[src/plc_pkg.sv]
package plc_pkg;

   // ------------------------------------------------------------
   // Clock and timing
   // ------------------------------------------------------------
   localparam int unsigned CLK_SYS_KHZ = 125000;
   localparam real LPS_RESET_MIN_US = 1.2;
   localparam real LPS_DISABLE_MIN_US = 25.0;
   localparam int unsigned LPS_RESET_CYC = int'($ceil(LPS_RESET_MIN_US * CLK_SYS_KHZ / 1000.0));
   localparam int unsigned LPS_DISABLE_CYC =
      int'($ceil(LPS_DISABLE_MIN_US * CLK_SYS_KHZ / 1000.0));
   localparam int unsigned LPS_CNT_W = 12;

   // ------------------------------------------------------------
   // Link-on square wave: toggle rate is twice the output frequency
   // ------------------------------------------------------------
   localparam int unsigned LINK_ON_KHZ = 6144;
   localparam int unsigned LINK_ON_STEP = 2 * LINK_ON_KHZ;
   localparam int unsigned ACC_W = 17;

   // ------------------------------------------------------------
   // Interface clock divider
   // ------------------------------------------------------------
   localparam int unsigned SCLK_STEP = 1;
   localparam int unsigned SCLK_MOD = 2;

   // ------------------------------------------------------------
   // Start-up sequence after re-enable, counted in interface clocks
   // ------------------------------------------------------------
   localparam logic [3:0] STARTUP_ZERO_LAST = 4'h7;
   localparam logic [3:0] STARTUP_AC_ZERO = 4'h1;
   localparam logic [3:0] STARTUP_PREFIX = 4'h8;

   // ------------------------------------------------------------
   // Control and data line codes driven by the device
   // ------------------------------------------------------------
   localparam logic [1:0] CTL_IDLE = 2'h0;
   localparam logic [1:0] CTL_STATUS = 2'h1;
   localparam logic [1:0] CTL_RECEIVE = 2'h2;
   localparam logic [1:0] CTL_GRANT = 2'h3;
   localparam logic [7:0] DATA_PREFIX = 8'h00_ff;
   localparam logic [7:0] DATA_ZERO = 8'h00_00;

   typedef enum logic [1:0] {
      PLC_ACTIVE = 2'b00,
      PLC_RESET = 2'b01,
      PLC_DISABLED = 2'b10,
      PLC_STARTUP = 2'b11
   } plc_state_e;

endpackage

[src/plc_pin_sync.sv]
`timescale 1ns/10ps
`default_nettype none
module plc_pin_sync (
   // Clock and reset
   input wire logic clk_sys,
   input wire logic rst,
   // Pin and clean level
   input wire logic pin_in,
   output logic level_out
);
   logic s1_reg, s2_reg, s3_reg, lvl_reg;
   logic lvl_next;

   // ------------------------------------------------------------
   // A change counts only once the last two stages agree.
   // ------------------------------------------------------------
   always_comb begin
      lvl_next = (s2_reg == s3_reg) ? s3_reg : lvl_reg;
   end

   always_ff @(posedge clk_sys or posedge rst) begin
      if (rst) begin
         s1_reg <= 1'b0;
         s2_reg <= 1'b0;
         s3_reg <= 1'b0;
         lvl_reg <= 1'b0;
      end else begin
         s1_reg <= pin_in;
         s2_reg <= s1_reg;
         s3_reg <= s2_reg;
         lvl_reg <= lvl_next;
      end
   end

   assign level_out = lvl_reg;
endmodule
`default_nettype wire

[src/plc_wave_gen.sv]
`timescale 1ns/10ps
`default_nettype none
module plc_wave_gen #(
   parameter int unsigned STEP = 1,
   parameter int unsigned MODULUS = 2,
   parameter int unsigned ACC_W = 17
) (
   // Clock and reset
   input wire logic clk_sys,
   input wire logic rst,
   // Control
   input wire logic run,
   // Wave
   output logic wave,
   output logic rise
);
   logic [ACC_W-1:0] acc_reg, acc_next;
   logic wave_reg, wave_next;
   logic [ACC_W:0] sum;

   // ------------------------------------------------------------
   // Fractional accumulator: edges land within one clock of ideal,
   // which trades a little jitter for an exact average frequency.
   // ------------------------------------------------------------
   always_comb begin
      sum = {1'b0, acc_reg} + (ACC_W+1)'(STEP);
      acc_next = acc_reg;
      wave_next = wave_reg;
      rise = 1'b0;
      if (!run) begin
         acc_next = '0;
         wave_next = 1'b0;
      end else if (sum >= (ACC_W+1)'(MODULUS)) begin
         acc_next = ACC_W'(sum - (ACC_W+1)'(MODULUS));
         wave_next = !wave_reg;
         rise = !wave_reg;
      end else begin
         acc_next = sum[ACC_W-1:0];
      end
   end

   always_ff @(posedge clk_sys or posedge rst) begin
      if (rst) begin
         acc_reg <= '0;
         wave_reg <= 1'b0;
      end else begin
         acc_reg <= acc_next;
         wave_reg <= wave_next;
      end
   end

   assign wave = wave_reg;
endmodule
`default_nettype wire

[src/plc_link_ctl.sv]
//
// Behaviour
// RULE1: Low LPS for reset time resets interface.
// RULE2: Low LPS for disable time disables interface.
// RULE3: Interface reset cancels pending bus/read requests.
// RULE4: Reset during link transmit ends that transfer.
// RULE5: No status while disabled, none replayed later.
// RULE6: LPS return restarts the interface clock.
// RULE7: DC start: seven zero clocks, then prefix.
// RULE8: AC start: one zero clock, prefix, else float.
// RULE9: Ongoing reception keeps prefix until it ends.
// RULE10: Link keeps LPS pulse phases 0.09-1.00 us.
// RULE11: Link-on driven low whenever deasserted.
// RULE12: Link-on asserted on event when LPS low.
// RULE13: Link-on holds; bus reset clears with exceptions.
// RULE14: Link-on toggles at 6.144 MHz, 50 percent.
// RULE15: Control codes idle, status, receive, grant.
// RULE16: Link codes idle, hold, transmit; 11 reserved.
// RULE17: Reception takes priority over everything else.
// RULE18: Device owns control lines except requests.
// RULE19: Low-time counter restarts on every LPS edge.
//
`timescale 1ns/10ps
`default_nettype none
module plc_link_ctl (
   // Clock and reset
   input wire logic clk_sys,
   input wire logic rst,
   // Link power state pin and coupling mode
   input wire logic lps_pin,
   input wire logic dc_coupling,
   // Bus side events and conditions
   input wire logic rx_active,
   input wire logic [7:0] rx_data,
   input wire logic status_req,
   input wire logic [7:0] status_data,
   input wire logic grant_req,
   input wire logic link_tx_active,
   input wire logic link_on_event,
   input wire logic bus_reset,
   input wire logic port_event_bit,
   input wire logic watchdog_bit,
   input wire logic fault_condition,
   input wire logic link_control_enable_bit,
   // Interface clock pin
   output logic sclk_o,
   output logic sclk_oe,
   // Control and data pins
   output logic [1:0] ctl_o,
   output logic ctl_oe,
   output logic [7:0] d_o,
   output logic d_oe,
   // Link-on pin
   output logic link_on_o,
   // Notifications to the core
   output logic req_cancel,
   output logic tx_forced_end,
   output logic status_drop,
   output plc_pkg::plc_state_e if_state
);
   import plc_pkg::*;

   // ------------------------------------------------------------
   // Pin synchronisation
   // ------------------------------------------------------------
   logic lps_lvl;

   plc_pin_sync u_lps_sync (
      .clk_sys(clk_sys),
      .rst(rst),
      .pin_in(lps_pin),
      .level_out(lps_lvl)
   );

   // ------------------------------------------------------------
   // LPS low-time measurement
   // ------------------------------------------------------------
   logic lps_prev_reg, lps_prev_next;
   logic [LPS_CNT_W-1:0] low_cnt_reg, low_cnt_next;
   logic lps_rise;
   logic low_reset_hit;
   logic low_disable_hit;

   // A pulsed LPS never lets the count reach the reset time, so the
   // pulse train is seen as asserted without any separate detector.
   always_comb begin
      lps_prev_next = lps_lvl;
      lps_rise = lps_lvl && !lps_prev_reg;
      low_cnt_next = low_cnt_reg;
      if (lps_lvl != lps_prev_reg) begin
         low_cnt_next = '0; // RULE19
      end else if (!lps_lvl && low_cnt_reg != LPS_CNT_W'(LPS_DISABLE_CYC)) begin
         low_cnt_next = low_cnt_reg + LPS_CNT_W'(1);
      end
      low_reset_hit = !lps_lvl && (low_cnt_reg >= LPS_CNT_W'(LPS_RESET_CYC)); // RULE1
      low_disable_hit = !lps_lvl && (low_cnt_reg >= LPS_CNT_W'(LPS_DISABLE_CYC)); // RULE2
   end

   always_ff @(posedge clk_sys or posedge rst) begin
      if (rst) begin
         lps_prev_reg <= 1'b0;
         low_cnt_reg <= '0;
      end else begin
         lps_prev_reg <= lps_prev_next;
         low_cnt_reg <= low_cnt_next;
      end
   end

   // ------------------------------------------------------------
   // Interface clock and link-on wave
   // ------------------------------------------------------------
   logic sclk_run;
   logic sclk_wave;
   logic sclk_rise;
   logic lon_wave;
   logic lon_active_reg, lon_active_next;

   plc_wave_gen #(
      .STEP(SCLK_STEP),
      .MODULUS(SCLK_MOD),
      .ACC_W(ACC_W)
   ) u_sclk_gen (
      .clk_sys(clk_sys),
      .rst(rst),
      .run(sclk_run),
      .wave(sclk_wave),
      .rise(sclk_rise)
   );

   plc_wave_gen #(
      .STEP(LINK_ON_STEP),
      .MODULUS(CLK_SYS_KHZ),
      .ACC_W(ACC_W)
   ) u_lon_gen (
      .clk_sys(clk_sys),
      .rst(rst),
      .run(lon_active_reg),
      .wave(lon_wave),
      .rise()
   );

   // ------------------------------------------------------------
   // Interface power state
   // ------------------------------------------------------------
   plc_state_e state_reg, state_next;
   logic [3:0] start_cnt_reg, start_cnt_next;
   logic cancel_next, tx_end_next, drop_next;
   logic cancel_reg, tx_end_reg, drop_reg;

   always_comb begin
      state_next = state_reg;
      start_cnt_next = start_cnt_reg;
      cancel_next = 1'b0;
      tx_end_next = 1'b0;
      drop_next = drop_reg;
      case (state_reg)
         PLC_ACTIVE, PLC_STARTUP: begin
            if (low_reset_hit) begin
               state_next = PLC_RESET;
               cancel_next = 1'b1; // RULE3
               tx_end_next = link_tx_active; // RULE4
            end else if (state_reg == PLC_STARTUP && sclk_rise) begin
               start_cnt_next = start_cnt_reg + 4'h1;
               if (start_cnt_reg == STARTUP_PREFIX) begin
                  // A packet already arriving keeps the prefix up until it ends.
                  start_cnt_next = start_cnt_reg; // RULE9
                  state_next = rx_active ? PLC_STARTUP : PLC_ACTIVE;
               end
            end
         end
         PLC_RESET: begin
            if (low_disable_hit) begin
               state_next = PLC_DISABLED; // RULE2
               drop_next = 1'b1; // RULE5
            end else if (lps_rise) begin
               state_next = PLC_STARTUP;
               start_cnt_next = 4'h0;
            end
         end
         PLC_DISABLED: begin
            if (lps_rise) begin
               state_next = PLC_STARTUP; // RULE6
               start_cnt_next = 4'h0;
               drop_next = 1'b0;
            end
         end
         default: begin
            state_next = PLC_RESET;
         end
      endcase
   end

   always_ff @(posedge clk_sys or posedge rst) begin
      if (rst) begin
         state_reg <= PLC_DISABLED;
         start_cnt_reg <= 4'h0;
         cancel_reg <= 1'b0;
         tx_end_reg <= 1'b0;
         drop_reg <= 1'b1;
      end else begin
         state_reg <= state_next;
         start_cnt_reg <= start_cnt_next;
         cancel_reg <= cancel_next;
         tx_end_reg <= tx_end_next;
         drop_reg <= drop_next;
      end
   end

   // The clock keeps running through an interface reset; only the
   // disabled state stops it.
   assign sclk_run = (state_reg != PLC_DISABLED); // RULE6

   // ------------------------------------------------------------
   // Link-on indication
   // ------------------------------------------------------------
   logic lon_set;
   logic lon_keep_on_reset;
   logic lon_clear;

   always_comb begin
      lon_set = link_on_event && (!lps_lvl || !link_control_enable_bit); // RULE12
      lon_keep_on_reset = port_event_bit || (watchdog_bit && fault_condition);
      lon_clear = (bus_reset && !lon_keep_on_reset) ||
                  (state_reg == PLC_ACTIVE && link_control_enable_bit); // RULE13
      lon_active_next = lon_active_reg;
      if (lon_set) begin
         lon_active_next = 1'b1;
      end else if (lon_clear) begin
         lon_active_next = 1'b0;
      end
   end

   always_ff @(posedge clk_sys or posedge rst) begin
      if (rst) begin
         lon_active_reg <= 1'b0;
      end else begin
         lon_active_reg <= lon_active_next;
      end
   end

   // ------------------------------------------------------------
   // Control and data line drive
   // ------------------------------------------------------------
   logic [1:0] ctl_next, ctl_reg;
   logic [7:0] d_next, d_reg;
   logic bus_oe_next, bus_oe_reg;
   logic sclk_o_next, sclk_o_reg, sclk_oe_next, sclk_oe_reg;
   logic lon_o_next, lon_o_reg;
   logic in_zero_window;
   logic at_prefix;

   always_comb begin
      ctl_next = CTL_IDLE;
      d_next = DATA_ZERO;
      bus_oe_next = 1'b1;
      sclk_o_next = sclk_wave;
      sclk_oe_next = 1'b1;
      in_zero_window = (start_cnt_reg != 4'h0) && (start_cnt_reg <= STARTUP_ZERO_LAST);
      at_prefix = (start_cnt_reg == STARTUP_PREFIX);
      lon_o_next = lon_active_reg && lon_wave; // RULE11 RULE14
      case (state_reg)
         PLC_RESET: begin
            bus_oe_next = dc_coupling; // RULE1
         end
         PLC_DISABLED: begin
            bus_oe_next = dc_coupling;
            sclk_o_next = 1'b0; // RULE2
            sclk_oe_next = dc_coupling;
         end
         PLC_STARTUP: begin
            if (at_prefix) begin
               ctl_next = CTL_RECEIVE; // RULE7 RULE8
               d_next = DATA_PREFIX;
            end else if (dc_coupling) begin
               bus_oe_next = in_zero_window; // RULE7
            end else begin
               bus_oe_next = (start_cnt_reg == STARTUP_AC_ZERO); // RULE8
            end
         end
         PLC_ACTIVE: begin
            // The link's own requests travel on a separate pin.
            if (rx_active) begin
               ctl_next = CTL_RECEIVE; // RULE17 RULE9
               d_next = rx_data;
            end else if (grant_req) begin
               ctl_next = CTL_GRANT; // RULE18
            end else if (status_req && !drop_reg) begin
               ctl_next = CTL_STATUS; // RULE5 RULE15
               d_next = status_data;
            end
            // After a grant, the link holds the lines while it drives
            // idle, hold or transmit codes.
            if (link_tx_active && !rx_active) begin
               bus_oe_next = 1'b0; // RULE16
            end
         end
         default: begin
            bus_oe_next = 1'b0;
         end
      endcase
   end

   always_ff @(posedge clk_sys or posedge rst) begin
      if (rst) begin
         ctl_reg <= CTL_IDLE;
         d_reg <= DATA_ZERO;
         bus_oe_reg <= 1'b0;
         sclk_o_reg <= 1'b0;
         sclk_oe_reg <= 1'b0;
         lon_o_reg <= 1'b0;
      end else begin
         ctl_reg <= ctl_next;
         d_reg <= d_next;
         bus_oe_reg <= bus_oe_next;
         sclk_o_reg <= sclk_o_next;
         sclk_oe_reg <= sclk_oe_next;
         lon_o_reg <= lon_o_next;
      end
   end

   // ------------------------------------------------------------
   // Outputs
   // ------------------------------------------------------------
   logic [1:0] state_out_reg;

   always_ff @(posedge clk_sys or posedge rst) begin
      if (rst) begin
         state_out_reg <= PLC_DISABLED;
      end else begin
         state_out_reg <= state_next;
      end
   end

   assign sclk_o = sclk_o_reg;
   assign sclk_oe = sclk_oe_reg;
   assign ctl_o = ctl_reg;
   assign ctl_oe = bus_oe_reg;
   assign d_o = d_reg;
   assign d_oe = bus_oe_reg;
   assign link_on_o = lon_o_reg;
   assign req_cancel = cancel_reg;
   assign tx_forced_end = tx_end_reg;
   assign status_drop = drop_reg;
   assign if_state = plc_state_e'(state_out_reg);

endmodule
`default_nettype wire

[config.mk]
export PLATFORM = sky130hd
export DESIGN_NAME = plc_link_ctl
export DESIGN_NICKNAME = d
export VERILOG_FILES = /design/src/plc_pkg.sv /design/src/plc_pin_sync.sv /design/src/plc_wave_gen.sv /design/src/plc_link_ctl.sv
export SDC_FILE = /design/constraint.sdc
export NUM_CORES = 1
export LEC_CHECK = 0
export BUFFER_PORTS_ARGS = -buffer_cell sky130_fd_sc_hd__buf_4
export CELL_PAD_IN_SITES_DETAIL_PLACEMENT = 1
export CELL_PAD_IN_SITES_GLOBAL_PLACEMENT = 2
export CORE_UTILIZATION = 40
export DETAILED_ROUTE_END_ITERATION = 12
export PLACE_DENSITY = 0.84
export SYNTH_ARGS = -nofsm -noshare
export SYNTH_HDL_FRONTEND = slang
export SYNTH_SLANG_ARGS = --single-unit
export TNS_END_PERCENT = 30
[constraint.sdc]
create_clock -name clk_sys -period 6.5 [get_ports clk_sys]
set_input_delay 0.65 -clock clk_sys [delete_from_list [all_inputs] [get_ports clk_sys]]
set_output_delay 0.65 -clock clk_sys [all_outputs]
set_load 0.01 [all_outputs]
* Yosys cells after proc, flatten, opt, wreduce, memory -nomap -nowiden
Cells that the tools add are included. Widths: inputs -> output; s select.
Operators by class: order comparisons 5, add/subtract/negate cells 6, muxes and demuxes 50, eq/ne operators 19, reductions and logical operators 34
Operators with widths (count):
- $mux 17 | 4
- $mux 8 | 4
- $mux 12 | 2
- $mux 1 | 20
- $mux 4 | 5
- $add 17x1->18 const B | 1
- $add 17x14->18 const B | 1
- $ge 18x17->1 const B | 1
- $ge 18x2->1 const B | 1
- $mux 2 | 9
- $sub 17x17->17 const B | 1
- $sub 17x2->17 const B | 1
- $ne 2x2->1 const B | 8
- $pmux 8 s2 | 1
- $logic_and 1x1->1 | 13
- $add 12x1->12 const B | 1
- $ge 12x12->1 const B | 1
- $ge 12x8->1 const B | 1
- $ne 12x12->1 const B | 1
- $pmux 4 s3 | 1
- $logic_not 1->1 | 8
- $ne 3x3->1 const B | 2
- $pmux 2 s3 | 1
- $reduce_bool 2->1 | 3
- other kinds (19) | 23
Storage, ports and cells: flip-flop bits (word level) 77, input port bits 30, output and inout port bits 20

* Depth between registers and ports, before layout
Gate-level depths: netlist of run 1.
depth after elaboration 8, gate-level depth with buffers 11, depth with buffers taken out 10

* Modules after synthesis
A second synthesis of run 1 with hierarchy kept.
Second synthesis, totals: cells, all modules 505, area total of the unflattened synthesis 4725.8 um2
Modules (own cells, without submodules):
- plc_link_ctl | times used 1, cells an instance 215, area each 2109.5 um2, seq. area each 928.4 um2
- plc_wave_gen (u_sclk_gen) | times used 1, cells an instance 174, area each 1481.4 um2, seq. area each 450.4 um2
- plc_wave_gen (u_lon_gen) | times used 1, cells an instance 110, area each 1019.7 um2, seq. area each 375.4 um2
- plc_pin_sync | times used 1, cells an instance 6, area each 115.1 um2, seq. area each 100.1 um2

* Worst setup path after synthesis of run 1
OpenSTA, ideal clock, no wires.
path kind flip-flop to flip-flop, start register u_sclk_gen.acc_reg[0], end register start_cnt_reg[3], cell stages (with the launch flop) 10, arrival 2.885 ns, slack 3.496 ns, period minus slack after synthesis 3.004 ns, path buffers 0, cell sequence dfrtp_1 -> ha_1 -> nand4_4 -> nor4_1 -> mux2i_1 -> a22oi_2 -> or4_4 -> a211o_2 -> mux2_4 -> a31o_1
Between the ends: longest elaborated chain between the ends 7
Ends and longest elaborated chain:
- from (decl) | line plc_wave_gen.sv:17 | logic [ACC_W-1:0] acc_reg, acc_next;
- from (signal assigned) | line plc_wave_gen.sv:47 | acc_reg <= acc_next;
- $add 17x1->18 | line plc_wave_gen.sv:26 | sum = {1'b0, acc_reg} + (ACC_W+1)'(STEP);
- $ge 18x2->1 | line plc_wave_gen.sv:33 | end else if (sum >= (ACC_W+1)'(MODULUS)) begin
- $mux 1 | line plc_wave_gen.sv:33
- $mux 1 | line plc_wave_gen.sv:30 | if (!run) begin
- $logic_and 1x1->1 | line plc_link_ctl.sv:162 | end else if (state_reg == PLC_STARTUP && sclk_rise) begin
- $ne 2x2->1 (no source line)
- $reduce_and 4->1 (no source line)
- to (signal assigned) | line plc_link_ctl.sv:202 | start_cnt_reg <= start_cnt_next;
- to (decl) | line plc_link_ctl.sv:146 | logic [3:0] start_cnt_reg, start_cnt_next;
No other way between the ends. A chain may end at the register's enable or synchronous reset.

==> results.txt, run 1 <==
Max-cap violations in this run came to 0. The most used flip-flop cell after synthesis is dfrtp_1. For the pin with the worst max-slew slack, the measured transition is 0.979 ns. Initial antenna violation count: 0. IR analysis of the VDD net gives a maximum drop of 0.233 mV. In this run the worst path has a maximum fanout of 16. The count of routing violations after the opening detailed-route iteration came out at 102. For this block, the via count after detailed routing is 3630. For the sequential share of power, the log shows 0.341. Counting instances, the worst hold path has a depth of 0.

The number of clock buffers inserted by TritonCTS was 9; the number of failing setup endpoints in the final timing report was 0. The class of the most critical setup path was reg -> reg. The run gives 1271 as the number of fill cells. The final critical-path required period came out at 3.50 ns. The worst register-to-register path ends at start_cnt_reg[3]. The logs give 11600 sq um for the die outline area and 2.33 nW for the static leakage. The final period utilization was 0.538; the worst hold margin was 0.354 ns.

After detailed routing, the number of vias per cell comes to 5.44. OpenSTA, run right after detailed placement, puts the worst setup slack at 3.03 ns. Setup repair after global routing left no endpoint under its margin. In this run, synthesis inferred 0 flip-flops with an integrated enable. The internal power of the cells totals 1.25 mW.

The power density of the placed cells was 413 nW/um^2; the reg-to-reg setup timing slack was 3.00 ns. The maximum level of the CTS H-tree is 3, and the number of warning messages in the yosys log is 0. Data on the critical path arrives at its endpoint at 3.76 ns. The netlist uses 73 different library cells. The worst setup path is captured at a flop. In the final layout, the multi-input gates occupy 2440 sq um. For the number of hold-slack violations in the final timing report, the log shows 0. The startpoint identified for the worst register-to-register timing path is if_state[1].

The clock network latency to the later pin of the worst-skew pair was 0.36 ns; the number of ports placed on the die boundary was 50. The placed instances occupy a cell area of 4960 sq um. From bottom edge to top edge, the die measures 108 um. Buffers placed on the I/O ports in this run total 49.

The analysis attributes to net switching a power of 0.896 mW. The worst reg2reg path depth is 10. For this run, the post-layout net count is 571. After technology mapping, the gate count stands at 477. Clock-pin slew was measured on the worst setup and hold paths at 0.08 ns. The worst hold path begins at u_lps_sync.s1_reg.

The via count of the first global-routing pass was 3823. The path class of the tightest hold or removal check is reg -> reg. The path with the worst hold slack has its endpoint at u_lps_sync.s2_reg.

The fraction of power consumed by combinational cells was 0.448. The logs give 74 for the number of clock sinks seen by CTS and 0 for the count of nets left with antenna violations after detail routing. The finished cells cover 5210 sq um.

Entering global routing, the biggest net connects 75 pins. After synthesis the netlist holds a flip-flop and latch count of 74. The clock tree root driver cell was clkbuf_8. The number of antenna diodes in the final layout is 0.

The fraction of power spent switching nets works out to 0.417. The count of buffers added by post-CTS timing repair for setup was 0; the flip-flop count of the largest register, all copies and words added was 17. The share of cells above drive strength 1 came out at 0.173. The run gives 0.211 as the portion of total power attributed to the clock network.

The global placer's final weighted congestion is 0.819. The aggregate negative setup slack is 0 ns, and the fraction of synthesis flops using an asynchronous set or reset pin is 1.00. Counting every net in the synthesized netlist gives 526. The buffer levels on the longest clock path came out at 2. The tools report the effective utilization at floorplan as 0.412. The wire-length estimate of the detail-placed layout is 8190 um. After floorplanning, the core was sized to cover 10900 sq um. The critical path goes through inv_1 > ha_1 > clkinv_1 > nand2_1 > o221ai_1 > a211o_1 > a311oi_1 > a211o_2 > mux2_4 > a31o_1. The share of the core filled with cells was 0.478; the portion of the post-synthesis area used by sequential elements was 0.414. The flow ran to the end, and the final reports show no timing, DRC or antenna violations. Dividing the synthesized area by the synthesized cell count gives 9.40 sq um. The run gives 286 MHz as the top achievable clock speed. The worst path setup slack after routing is 3.00 ns. In the final layout, flip-flops and latches occupy 1850 sq um.

The routed design has 11300 um of wire. The combined global-route utilization of all metal layers is 0.211. For this design, the CTS-stage hold fixing added 0 buffers.

The critical path launch point type is a flop. The logs give 0 for the post-cts resize count and 0.00741 ns for the clock skew. TritonCTS built the clock tree. The first global-routing pass estimated 18900 um of wire. For this run, the detailed router's first-pass iteration total came to 4. The synthesized netlist occupies a cell area of 4480 sq um.

In the final routed layout, each cell accounts on average for 16.9 um. For this run the aggregate overflow at the end of global routing stands at 0. The count of buffer and inverter cells on the critical path was 2.

From synthesis to final layout, the design area changed by 16.2%. The floorplan step set the die width to 108 um. For the number of pins with negative max-slew slack in the final report, the log shows 0.

The data required time at the worst endpoint is 6.76 ns. For this design, the slowest cell found on the critical path is ha_1. The tools report the remaining max-slew budget at the tightest pin as 0.347. The kind of cell with the highest combined delay along the critical path is compound AO/OA/AOI/OAI gates. For this run, design rule violations remaining after detail routing come to 0.

The tools report the number of cell rows as 38. The critical path's largest stage delay works out to 0.69 ns.
-- final cells by class --
class / instances / share of cell area
multi-input cells: 360 / 0.469
flip-flops and latches: 74 / 0.356
repair buffers: 52 / 0.0750
well taps: 140 / 0.0336
clock buffers: 10 / 0.0264
clock inverters: 6 / 0.0219
inverters: 25 / 0.0180
-- how the worst max path moves through the flow --
stage | startpoint | end | cells past startpoint
after detailed placement | if_state[1] | start_cnt_reg[3] | 10
after global routing | if_state[1] | start_cnt_reg[3] | 10
after global placement | if_state[1] | start_cnt_reg[3] | 10
final | if_state[1] | start_cnt_reg[3] | 10
after floorplan | u_sclk_gen.acc_reg[0] | start_cnt_reg[3] | 9
after CTS | if_state[1] | start_cnt_reg[3] | 10
-- worst register-to-register path, cell delays in order (launching register included) --
cell and delay (ns):
dfstp_2 0.59, inv_1 0.08, ha_1 0.69, clkinv_1 0.44, nand2_1 0.14, o221ai_1 0.12, a211o_1 0.33, a311oi_1 0.28
a211o_2 0.24, mux2_4 0.31, a31o_1 0.18
-- power groups by stage --
| stage | registers (mW) | clock network (mW) | logic, mW |
|---|---|---|---|
| final | 0.733 | 0.453 | 0.964 |
| after global routing | 0.758 | 0.483 | 1.08 |
| after CTS | 0.734 | 0.463 | 0.978 |
| after detailed placement | 0.743 | 0 | 0.971 |
| after global placement | 0.736 | 0 | 0.938 |
| after floorplan | 0.697 | 0 | 0.733 |
-- metrics by stage --
stage	power, mW	std cells
2_1_floorplan	1.43	477
3_3_place_gp	1.67	651
3_5_place_dp	1.71	651
4_1_cts	2.18	667
5_1_grt	2.32	667
6_report	2.15	667
-- routing by layer --
metal / up-vias / global-route usage / share of wire
li1: 1767 / - / -
met1: 1796 / 0.279 / 0.47
met2: 52 / 0.347 / 0.48
met3: 15 / 0.0400 / 0.029
met4: 0 / 0.0685 / 0.015
met5: - / 0 / 0
-- synthesized netlist by cell type, types with 3 or more instances --
| library cell | number | area [sq um] |
|---|---|---|
| nand2_1 | 40 | 150 |
| o22ai_1 | 3 | 18.8 |
| nand4_1 | 9 | 56.3 |
| nor2_1 | 34 | 128 |
| clkbuf_1 | 12 | 45.0 |
| ha_1 | 19 | 238 |
| a31oi_1 | 3 | 18.8 |
| mux2_2 | 3 | 33.8 |
| nand3b_1 | 4 | 30.0 |
| dfrtp_1 | 72 | 1800 |
| a21oi_1 | 27 | 135 |
| and2_1 | 25 | 156 |
| a211o_1 | 3 | 26.3 |
| o21ai_0 | 25 | 125 |
| xnor2_1 | 31 | 272 |
| or2_2 | 3 | 18.8 |
| a211oi_1 | 6 | 45.0 |
| or3_1 | 7 | 43.8 |
| nand3_1 | 7 | 35.0 |
| o21a_1 | 3 | 22.5 |
| and3_1 | 7 | 43.8 |
| mux2i_1 | 3 | 30.0 |
| a22o_1 | 8 | 70.1 |
| nor2b_1 | 8 | 50.1 |
| nor3_1 | 16 | 80.1 |
| o211ai_1 | 3 | 22.5 |
| inv_1 | 24 | 90.1 |
| nand2b_1 | 3 | 18.8 |
| xor2_1 | 12 | 105 |
| nor4_1 | 5 | 31.3 |
-- cells by family (layout without fill, tap and decap cells) --
kind of cell / count (synthesis) / in the layout / synth area share
flops: 74 / 74 / 0.414
buf+inv: 43 / 93 / 0.0416
simple gates: 187 / 187 / 0.236
compound gates: 103 / 103 / 0.152
mux: 7 / 7 / 0.0176
xor+xnor: 43 / 43 / 0.0840
fa+ha+maj: 20 / 20 / 0.0553
-- layout by cell type, fill, tap and decap left out, types with 6 or more instances in the layout --
cell / Yosys / layout
xor2_1: 12 / 12
nor3_1: 16 / 16
a22o_1: 8 / 8
and2_1: 25 / 25
o21ai_0: 25 / 25
a21oi_1: 27 / 27
inv_1: 24 / 23
nor2_1: 34 / 34
or3_1: 7 / 7
and3_1: 7 / 7
dfrtp_1: 72 / 72
clkbuf_8: 0 / 10
ha_1: 19 / 19
buf_4: 2 / 52
nand3_1: 7 / 7
nand4_1: 9 / 9
nor2b_1: 8 / 8
a211oi_1: 6 / 6
nand2_1: 40 / 40
xnor2_1: 31 / 31
No activity file was read; power rests on OpenSTA's default activity.
==> inputs of run 2 (changes only) <==
--- a/config.mk
+++ b/config.mk
@@ -8,9 +8,9 @@
 export BUFFER_PORTS_ARGS = -buffer_cell sky130_fd_sc_hd__buf_4
 export CELL_PAD_IN_SITES_DETAIL_PLACEMENT = 1
 export CELL_PAD_IN_SITES_GLOBAL_PLACEMENT = 2
-export CORE_UTILIZATION = 40
+export CORE_UTILIZATION = 33
 export DETAILED_ROUTE_END_ITERATION = 12
-export PLACE_DENSITY = 0.84
+export PLACE_DENSITY = 0.73
 export SYNTH_ARGS = -nofsm -noshare
 export SYNTH_HDL_FRONTEND = slang
 export SYNTH_SLANG_ARGS = --single-unit
==> constraint.sdc (replaced) <==
create_clock -name clk_sys -period 3.2 [get_ports clk_sys]
set_input_delay 0.32 -clock clk_sys [delete_from_list [all_inputs] [get_ports clk_sys]]
set_output_delay 0.32 -clock clk_sys [all_outputs]
set_load 0.01 [all_outputs]
==> results.txt, run 2 (synthesis gave the netlist of run 1 again) <==
The flow ran to the end, and the final reports show no timing, DRC or antenna violations. The total power consumption of the routed design is 4.74 mW (was 2.15 mW), and the transition time at the pin with the least slew margin is 0.647 ns (was 0.979 ns). The tools report the remaining max-slew budget at the tightest pin as 0.568 (was 0.347).

The number of hold-slack violations in the final timing report is 0 (unchanged), and the overall die height is 119 um (was 108 um). The logs give 0 (unchanged) for the overflow left after global routing and 3.29 ns (was 3.76 ns) for the arrival time of the worst setup path. TritonCTS built the clock tree.

The run gives 3.43 ns (was 6.76 ns) as the data required time at the worst endpoint. The share of cells above drive strength 1 works out to 0.204 (was 0.173). The class of the tightest hold or removal check was in -> async (was reg -> reg). The clock skew was 0.00605 ns (was 0.00741 ns); the maximum level of the CTS H-tree was 3 (unchanged). The via count of the first global-routing pass is 4048 (was 3823).

The logs give 12000 um (was 11300 um) for the routed wire length and 3753 (was 3630) for the total via count in the routed design. The total of buffers placed on input and output ports works out to 49 (unchanged). The run gives 14100 sq um (was 11600 sq um) as the die outline area. Minimum setup slack after placement: 0.0669 ns (was 3.03 ns). The count of unresolved DRC violations after routing was 0 (unchanged); the power density of the placed cells was 864 nW/um^2 (was 413 nW/um^2). The average wire per standard cell was 16.7 um (was 16.9 um); the worst path setup slack after routing was 0.148 ns (was 3.00 ns). The static leakage came out at 2.46 nW (was 2.33 nW). Top library cells by usage in the layout, fill and taps aside: dfrtp_1 (72), buf_4 (69), nand2_1 (40) (was dfrtp_1 (72), buf_4 (52), nand2_1 (40)). Critical path launch point type: a flop (unchanged). The run gives 149 (was 102) as the count of routing violations after the opening detailed-route iteration. The logs give 0 (unchanged) for the count of nets left with antenna violations after detail routing and 588 (was 571) for the final layout net count. The number of fill cells is 1542 (was 1271), and the global placer's final weighted congestion is 0.791 (was 0.819). The number of ports placed on the die boundary came out at 50 (unchanged).

The estimated wirelength of the detail-placed design came out at 8790 um (was 8190 um). The tools report the endpoint kind of the worst setup timing path as a flop (unchanged). Number of clock buffers inserted by TritonCTS: 9 (unchanged).

The class of the most critical setup path is reg -> reg (unchanged). The initial antenna violation count came out at 0 (unchanged). The final critical-path required period came out at 3.05 ns (was 3.50 ns). The most common cell after layout, fill and taps aside is dfrtp_1 (unchanged).

The final period utilization was 0.954 (was 0.538); the maximum VDD drop was 0.464 mV (was 0.233 mV). The worst-path maximum fanout is 7 (was 16). Top achievable clock speed: 328 MHz (was 286 MHz). The number of cell rows is 42 (was 38).

The number of pins with negative max-slew slack in the final report is 0 (unchanged), and the via density per instance is 5.21 (was 5.44). The run gives 5 (was 4) as the number of detailed-route iterations in the first pass. For the global-route wire length before repair, the log shows 20400 um (was 18900 um). The area of the core was 13200 sq um (was 10900 sq um). The die width came out at 119 um (was 108 um).

The pin count of the biggest net entering global routing was 37 (was 75). The tools report the clock network latency to the later pin of the worst-skew pair as 0.34 ns (was 0.36 ns). The logs give 0.184 (was 0.211) for the combined global-route utilization of all metal layers and 2 (unchanged) for the buffer levels on the longest clock path. Number of failing setup endpoints in the final timing report: 0 (unchanged).

The max-capacitance violation count is 0 (unchanged), and the flip-flop count of the largest register, all copies and words added is 17 (unchanged). The hold buffer count at CTS was 0 (unchanged); the number of clock sinks seen by CTS was 74 (unchanged). The clock tree root driver cell is clkbuf_16 (was clkbuf_8).

The total inserted antenna cells is 0 (unchanged), and the effective utilization at floorplan is 0.339 (was 0.412). The layout-stage area growth over the synthesis result works out to 22.3% (was 16.2%). Clock-pin slew on the worst setup and hold paths: 0.06 ns (was 0.08 ns).
[run 2: timing repair]
item	4_1_cts	5_1_grt
gates resized for setup	0	3
setup endpoints to repair	0	4
hold endpoints to repair	0	0
setup buffers	0	1
[run 2: routing by layer]
| metal | part of all wire | wire length, um | track usage | vias up |
|---|---|---|---|---|
| li1 | - | - | - | 1806 |
| met2 | 0.50 | 6000 | 0.318 | 46 |
| met1 | 0.46 | 5570 | 0.229 | 1883 |
| met5 | 0 | 0 | 0 | - |
| met3 | 0.020 | 245 | 0.0309 | 18 |
| met4 | 0.018 | 221 | 0.0696 | 0 |
[run 2: critical path: stages, from the launching register on]
cell     delay [ns]
dfrtp_1        0.42
ha_2           0.25
nand4_4        0.18
nor4_4         0.37
and2_4         0.23
a22oi_2        0.10
or4_4          0.52
a211o_2        0.38
mux2_4         0.31
a31o_1         0.18
[run 2: path summary, 6_finish.rpt]
check / cells after the start / start / slack, ns / endpoint
worst min-delay path: 2 / rst / 0.05 / u_lon_gen.acc_reg[16]
worst max register to register: 9 / u_sclk_gen.acc_reg[1] / 0.15 / start_cnt_reg[3]
worst max-delay path: 9 / u_sclk_gen.acc_reg[1] / 0.15 / start_cnt_reg[3]
worst min register to register: 0 / u_lps_sync.s1_reg / 0.35 / u_lps_sync.s2_reg
min in group clk_sys: 1 / lps_pin / 0.08 / u_lps_sync.s1_reg
max in group asynchronous: 3 / rst / 2.34 / if_state[1]
[run 2: cell type report]
type                            count  area [sq um]  area share
Clock buffer                       11           253      0.0461
Clock inverter                      5          85.1      0.0155
Sequential cell                    74          1850       0.338
Timing Repair Buffer               69           518      0.0945
Multi-Input combinational cell    360          2460       0.448
Tap cell                          176           220      0.0402
Inverter                           25          95.1      0.0173
[run 2: through the flow]
step | instances | cell area [sq um] | utilization | hold slack, ns | setup TNS, ns
final | 720 | 5480 | 0.414 | 0.0492 | 0
after floorplan | 477 | 4480 | - | 0.331 | 0
after detailed placement | 703 | 5120 | 0.387 | 0.342 | 0
after global routing | 720 | 5480 | 0.414 | 0.0693 | -0.0223
after CTS | 719 | 5460 | 0.412 | 0.0660 | 0
after global placement | 703 | 5120 | 0.387 | 0.338 | 0
[run 2: where the power goes]
group | internal, mW | switching [mW] | total, mW
logic | 0.905 | 1.19 | 2.09
registers | 1.19 | 0.302 | 1.49
clock network | 0.730 | 0.423 | 1.15
==> inputs of run 3 (changes only) <==
--- a/config.mk
+++ b/config.mk
@@ -8,10 +8,11 @@
 export BUFFER_PORTS_ARGS = -buffer_cell sky130_fd_sc_hd__buf_4
 export CELL_PAD_IN_SITES_DETAIL_PLACEMENT = 1
 export CELL_PAD_IN_SITES_GLOBAL_PLACEMENT = 2
-export CORE_UTILIZATION = 33
+export CORE_UTILIZATION = 34
 export DETAILED_ROUTE_END_ITERATION = 12
-export PLACE_DENSITY = 0.73
+export PLACE_DENSITY = 0.75
 export SYNTH_ARGS = -nofsm -noshare
 export SYNTH_HDL_FRONTEND = slang
+export SYNTH_HIERARCHICAL = 1
 export SYNTH_SLANG_ARGS = --single-unit
 export TNS_END_PERCENT = 30
==> results.txt, run 3 <==
The tools report the number of clock buffers inserted by TritonCTS as 9 (unchanged). The count of placed standard cells in the final layout, fillers left out is 742 (was 720). The flip-flop count of the largest register, all copies and words added is 17 (unchanged), and the synthesized area per cell is 9.36 sq um (was 9.40 sq um). The final non-filler cell area is 5670 sq um (was 5480 sq um), and the worst-path maximum fanout is 7 (unchanged). The initial antenna violation count is 0 (unchanged), and the number of detailed-route iterations in the first pass is 4 (was 5). TritonCTS built the clock tree. The run finished with clean final reports. The overflow left after global routing came out at 0 (unchanged). The tools report the total inserted antenna cells as 0 (unchanged). The logs give 6 (was 0) for the number of warning messages in the yosys log and 0.372 (was 0.568) for the remaining max-slew budget at the tightest pin. The number of failing setup endpoints in the final timing report was 0 (unchanged); the share of cells above drive strength 1 was 0.205 (was 0.204). The buffer levels on the longest clock path is 2 (unchanged), and the final layout net count is 611 (was 588). The total of buffers placed on input and output ports came out at 49 (unchanged). The overall die height was 120 um (was 119 um); the effective utilization at floorplan was 0.352 (was 0.339). Setup repair after global routing could not meet its margin everywhere.

Clock tree root driver cell: clkbuf_16 (unchanged). The tools report the die outline area as 14400 sq um (was 14100 sq um). The run gives 0 (unchanged) as the number of pins with negative max-slew slack in the final report. The transition time at the pin with the least slew margin works out to 0.939 ns (was 0.647 ns). The tools report the count of unresolved DRC violations after routing as 0 (unchanged). The number of ports placed on the die boundary came out at 50 (unchanged).

The run gives 322 MHz (was 328 MHz) as the top achievable clock speed. The die width is 120 um (was 119 um), and the global placer's final weighted congestion is 0.827 (was 0.791). The clock network latency to the later pin of the worst-skew pair is 0.34 ns (about the same). The critical path launch point type was a flop (unchanged).

The worst reg2reg path depth is 10 (was 9). The estimated wirelength of the detail-placed design is 9600 um (was 8790 um), and the reg-to-reg setup timing slack is 0.09 ns (was 0.15 ns). The data required time at the worst endpoint was 3.43 ns (about the same).

The clock-pin slew on the worst setup and hold paths came out at 0.06 ns (about the same). The endpoint of the worst-slack reg-to-reg timing path is u_sclk_gen/acc_reg[16] (was start_cnt_reg[3]). The number of cell rows came out at 42 (unchanged).

The layout-stage area growth over the synthesis result was 20.3% (was 22.3%); the cell area after placement was 5300 sq um (was 5120 sq um). The routed wire length is 12900 um (was 12000 um). The class of the most critical setup path is reg -> reg (unchanged).

The share of the core filled with cells was 0.423 (was 0.414). The maximum level of the CTS H-tree is 3 (unchanged). The class of the tightest hold or removal check is in -> reg (was in -> async).

The logs give 13400 sq um (was 13200 sq um) for the area of the core and 21500 um (was 20400 um) for the global-route wire length before repair. For the maximum VDD drop, the log shows 0.245 mV (was 0.464 mV). The clock skew is 0.00521 ns (was 0.00605 ns), and the average wire per standard cell is 17.4 um (was 16.7 um).

Final period utilization: 0.971 (was 0.954). The count of nets left with antenna violations after detail routing is 0 (unchanged). The number of standard cells after synthesis is 504 (was 477), and the net count after synthesis is 553 (was 526). The run gives 74 (unchanged) as the number of clock sinks seen by CTS. The launch point of the critical path was u_sclk_gen/acc_reg[0] (was u_sclk_gen.acc_reg[1]). The via density per instance was 5.39 (was 5.21); the max-capacitance violation count was 0 (unchanged). The logs give 0.193 (was 0.184) for the combined global-route utilization of all metal layers and 4187 (was 4048) for the via count of the first global-routing pass.

The worst hold margin came out at 0.0852 ns (was 0.0492 ns). The arrival time of the worst setup path was 3.34 ns (was 3.29 ns). The tools report the endpoint of the most critical setup path as u_sclk_gen/acc_reg[16] (was start_cnt_reg[3]). The tools report the pin count of the biggest net entering global routing as 25 (was 37). The logs give 0 (unchanged) for the number of hold-slack violations in the final timing report and 3999 (was 3753) for the total via count in the routed design. For the area of the mapped netlist, the log shows 4720 sq um (was 4480 sq um). The static leakage came out at 2.58 nW (was 2.46 nW). The final critical-path required period is 3.11 ns (was 3.05 ns).

Number of fill cells: 1539 (was 1542). The origin of the critical flop-to-flop path is u_sclk_gen/acc_reg[0] (was u_sclk_gen.acc_reg[1]). The post-placement cell count is 722 (was 703).

Top library cells by usage in the layout, fill and taps aside: dfrtp_1 (70), buf_4 (69), nand2_1 (42) (was dfrtp_1 (72), buf_4 (69), nand2_1 (40)). The aggregate negative setup slack is 0 ns (unchanged). The power density of the placed cells was 410 nW/um^2 (was 864 nW/um^2). The most common cell after layout, fill and taps aside was dfrtp_1 (unchanged). For the count of routing violations after the opening detailed-route iteration, the log shows 180 (was 149).

The endpoint kind of the worst setup timing path is a flop (unchanged). The tools report the startpoint of the worst hold path as lps_pin.
[run 3: worst min-delay path by stage]
stage                           end  slack, ns  cells after the start
2_1_floorplan  u_lps_sync/level_out       0.09                      1
3_3_place_gp   u_lps_sync/level_out       0.25                      2
3_5_place_dp      u_lps_sync/s2_reg       0.25                      2
4_1_cts           u_lps_sync/s1_reg       0.07                      1
5_1_grt           u_lps_sync/s1_reg       0.07                      1
6_report          u_lps_sync/s1_reg       0.09                      1
[run 3: layer usage]
layer / share of wire / up-vias / routed length, um / track usage
met2: 0.51 / 57 / 6560 / 0.330
met4: 0.014 / 0 / 181 / 0.0648
li1: - / 1914 / - / -
met3: 0.029 / 12 / 380 / 0.0399
met1: 0.45 / 2016 / 5800 / 0.240
met5: 0 / - / 0 / 0
[run 3: area by class of cell]
class | instances | area (sq um) | share of cell area
Clock buffer | 10 | 229 | 0.0404
Tap cell | 176 | 220 | 0.0388
Timing Repair Buffer | 70 | 528 | 0.0931
Clock inverter | 5 | 56.3 | 0.00992
Multi-Input combinational cell | 378 | 2680 | 0.471
Inverter | 29 | 109 | 0.0192
Sequential cell | 74 | 1860 | 0.327
[run 3: what timing repair did]
action | in CTS | in global routing
hold buffers | 1 | 0
endpoints found under the hold margin | 4 | 0
cloned | 0 | 0
endpoints found under the setup margin | 1 | 11
gates resized for setup | 2 | 8
setup buffers | 0 | 4
pin swaps | 0 | 1
[run 3: per-stage QoR]
stage / total power [mW] / setup WS [ns]
final: 2.33 / 0.0926
after global routing: 2.45 / -0.0525
after CTS: 2.37 / 0.0254
after detailed placement: 1.36 / -0.0243
after global placement: 1.34 / 0.126
after floorplan: 1.25 / -0.0837
[run 3: power breakdown]
part | switching (mW) | internal (mW) | leakage (nW)
sequential | 0.0703 | 0.977 | 0.976
combinational | 0.149 | 0.140 | 1.46
clock | 0.393 | 0.598 | 0.138
total | 0.613 | 1.71 | 2.58
[run 3: critical path, stage by stage, from the launching register on]
cell,delay [ns]
dfrtp_2,0.46
ha_4,0.19
and2_4,0.16
or3_4,0.39
a2111o_1,0.48
a211oi_4,0.25
buf_4,0.20
nand3_4,0.09
o31a_1,0.27
or3_1,0.34
and3_1,0.17
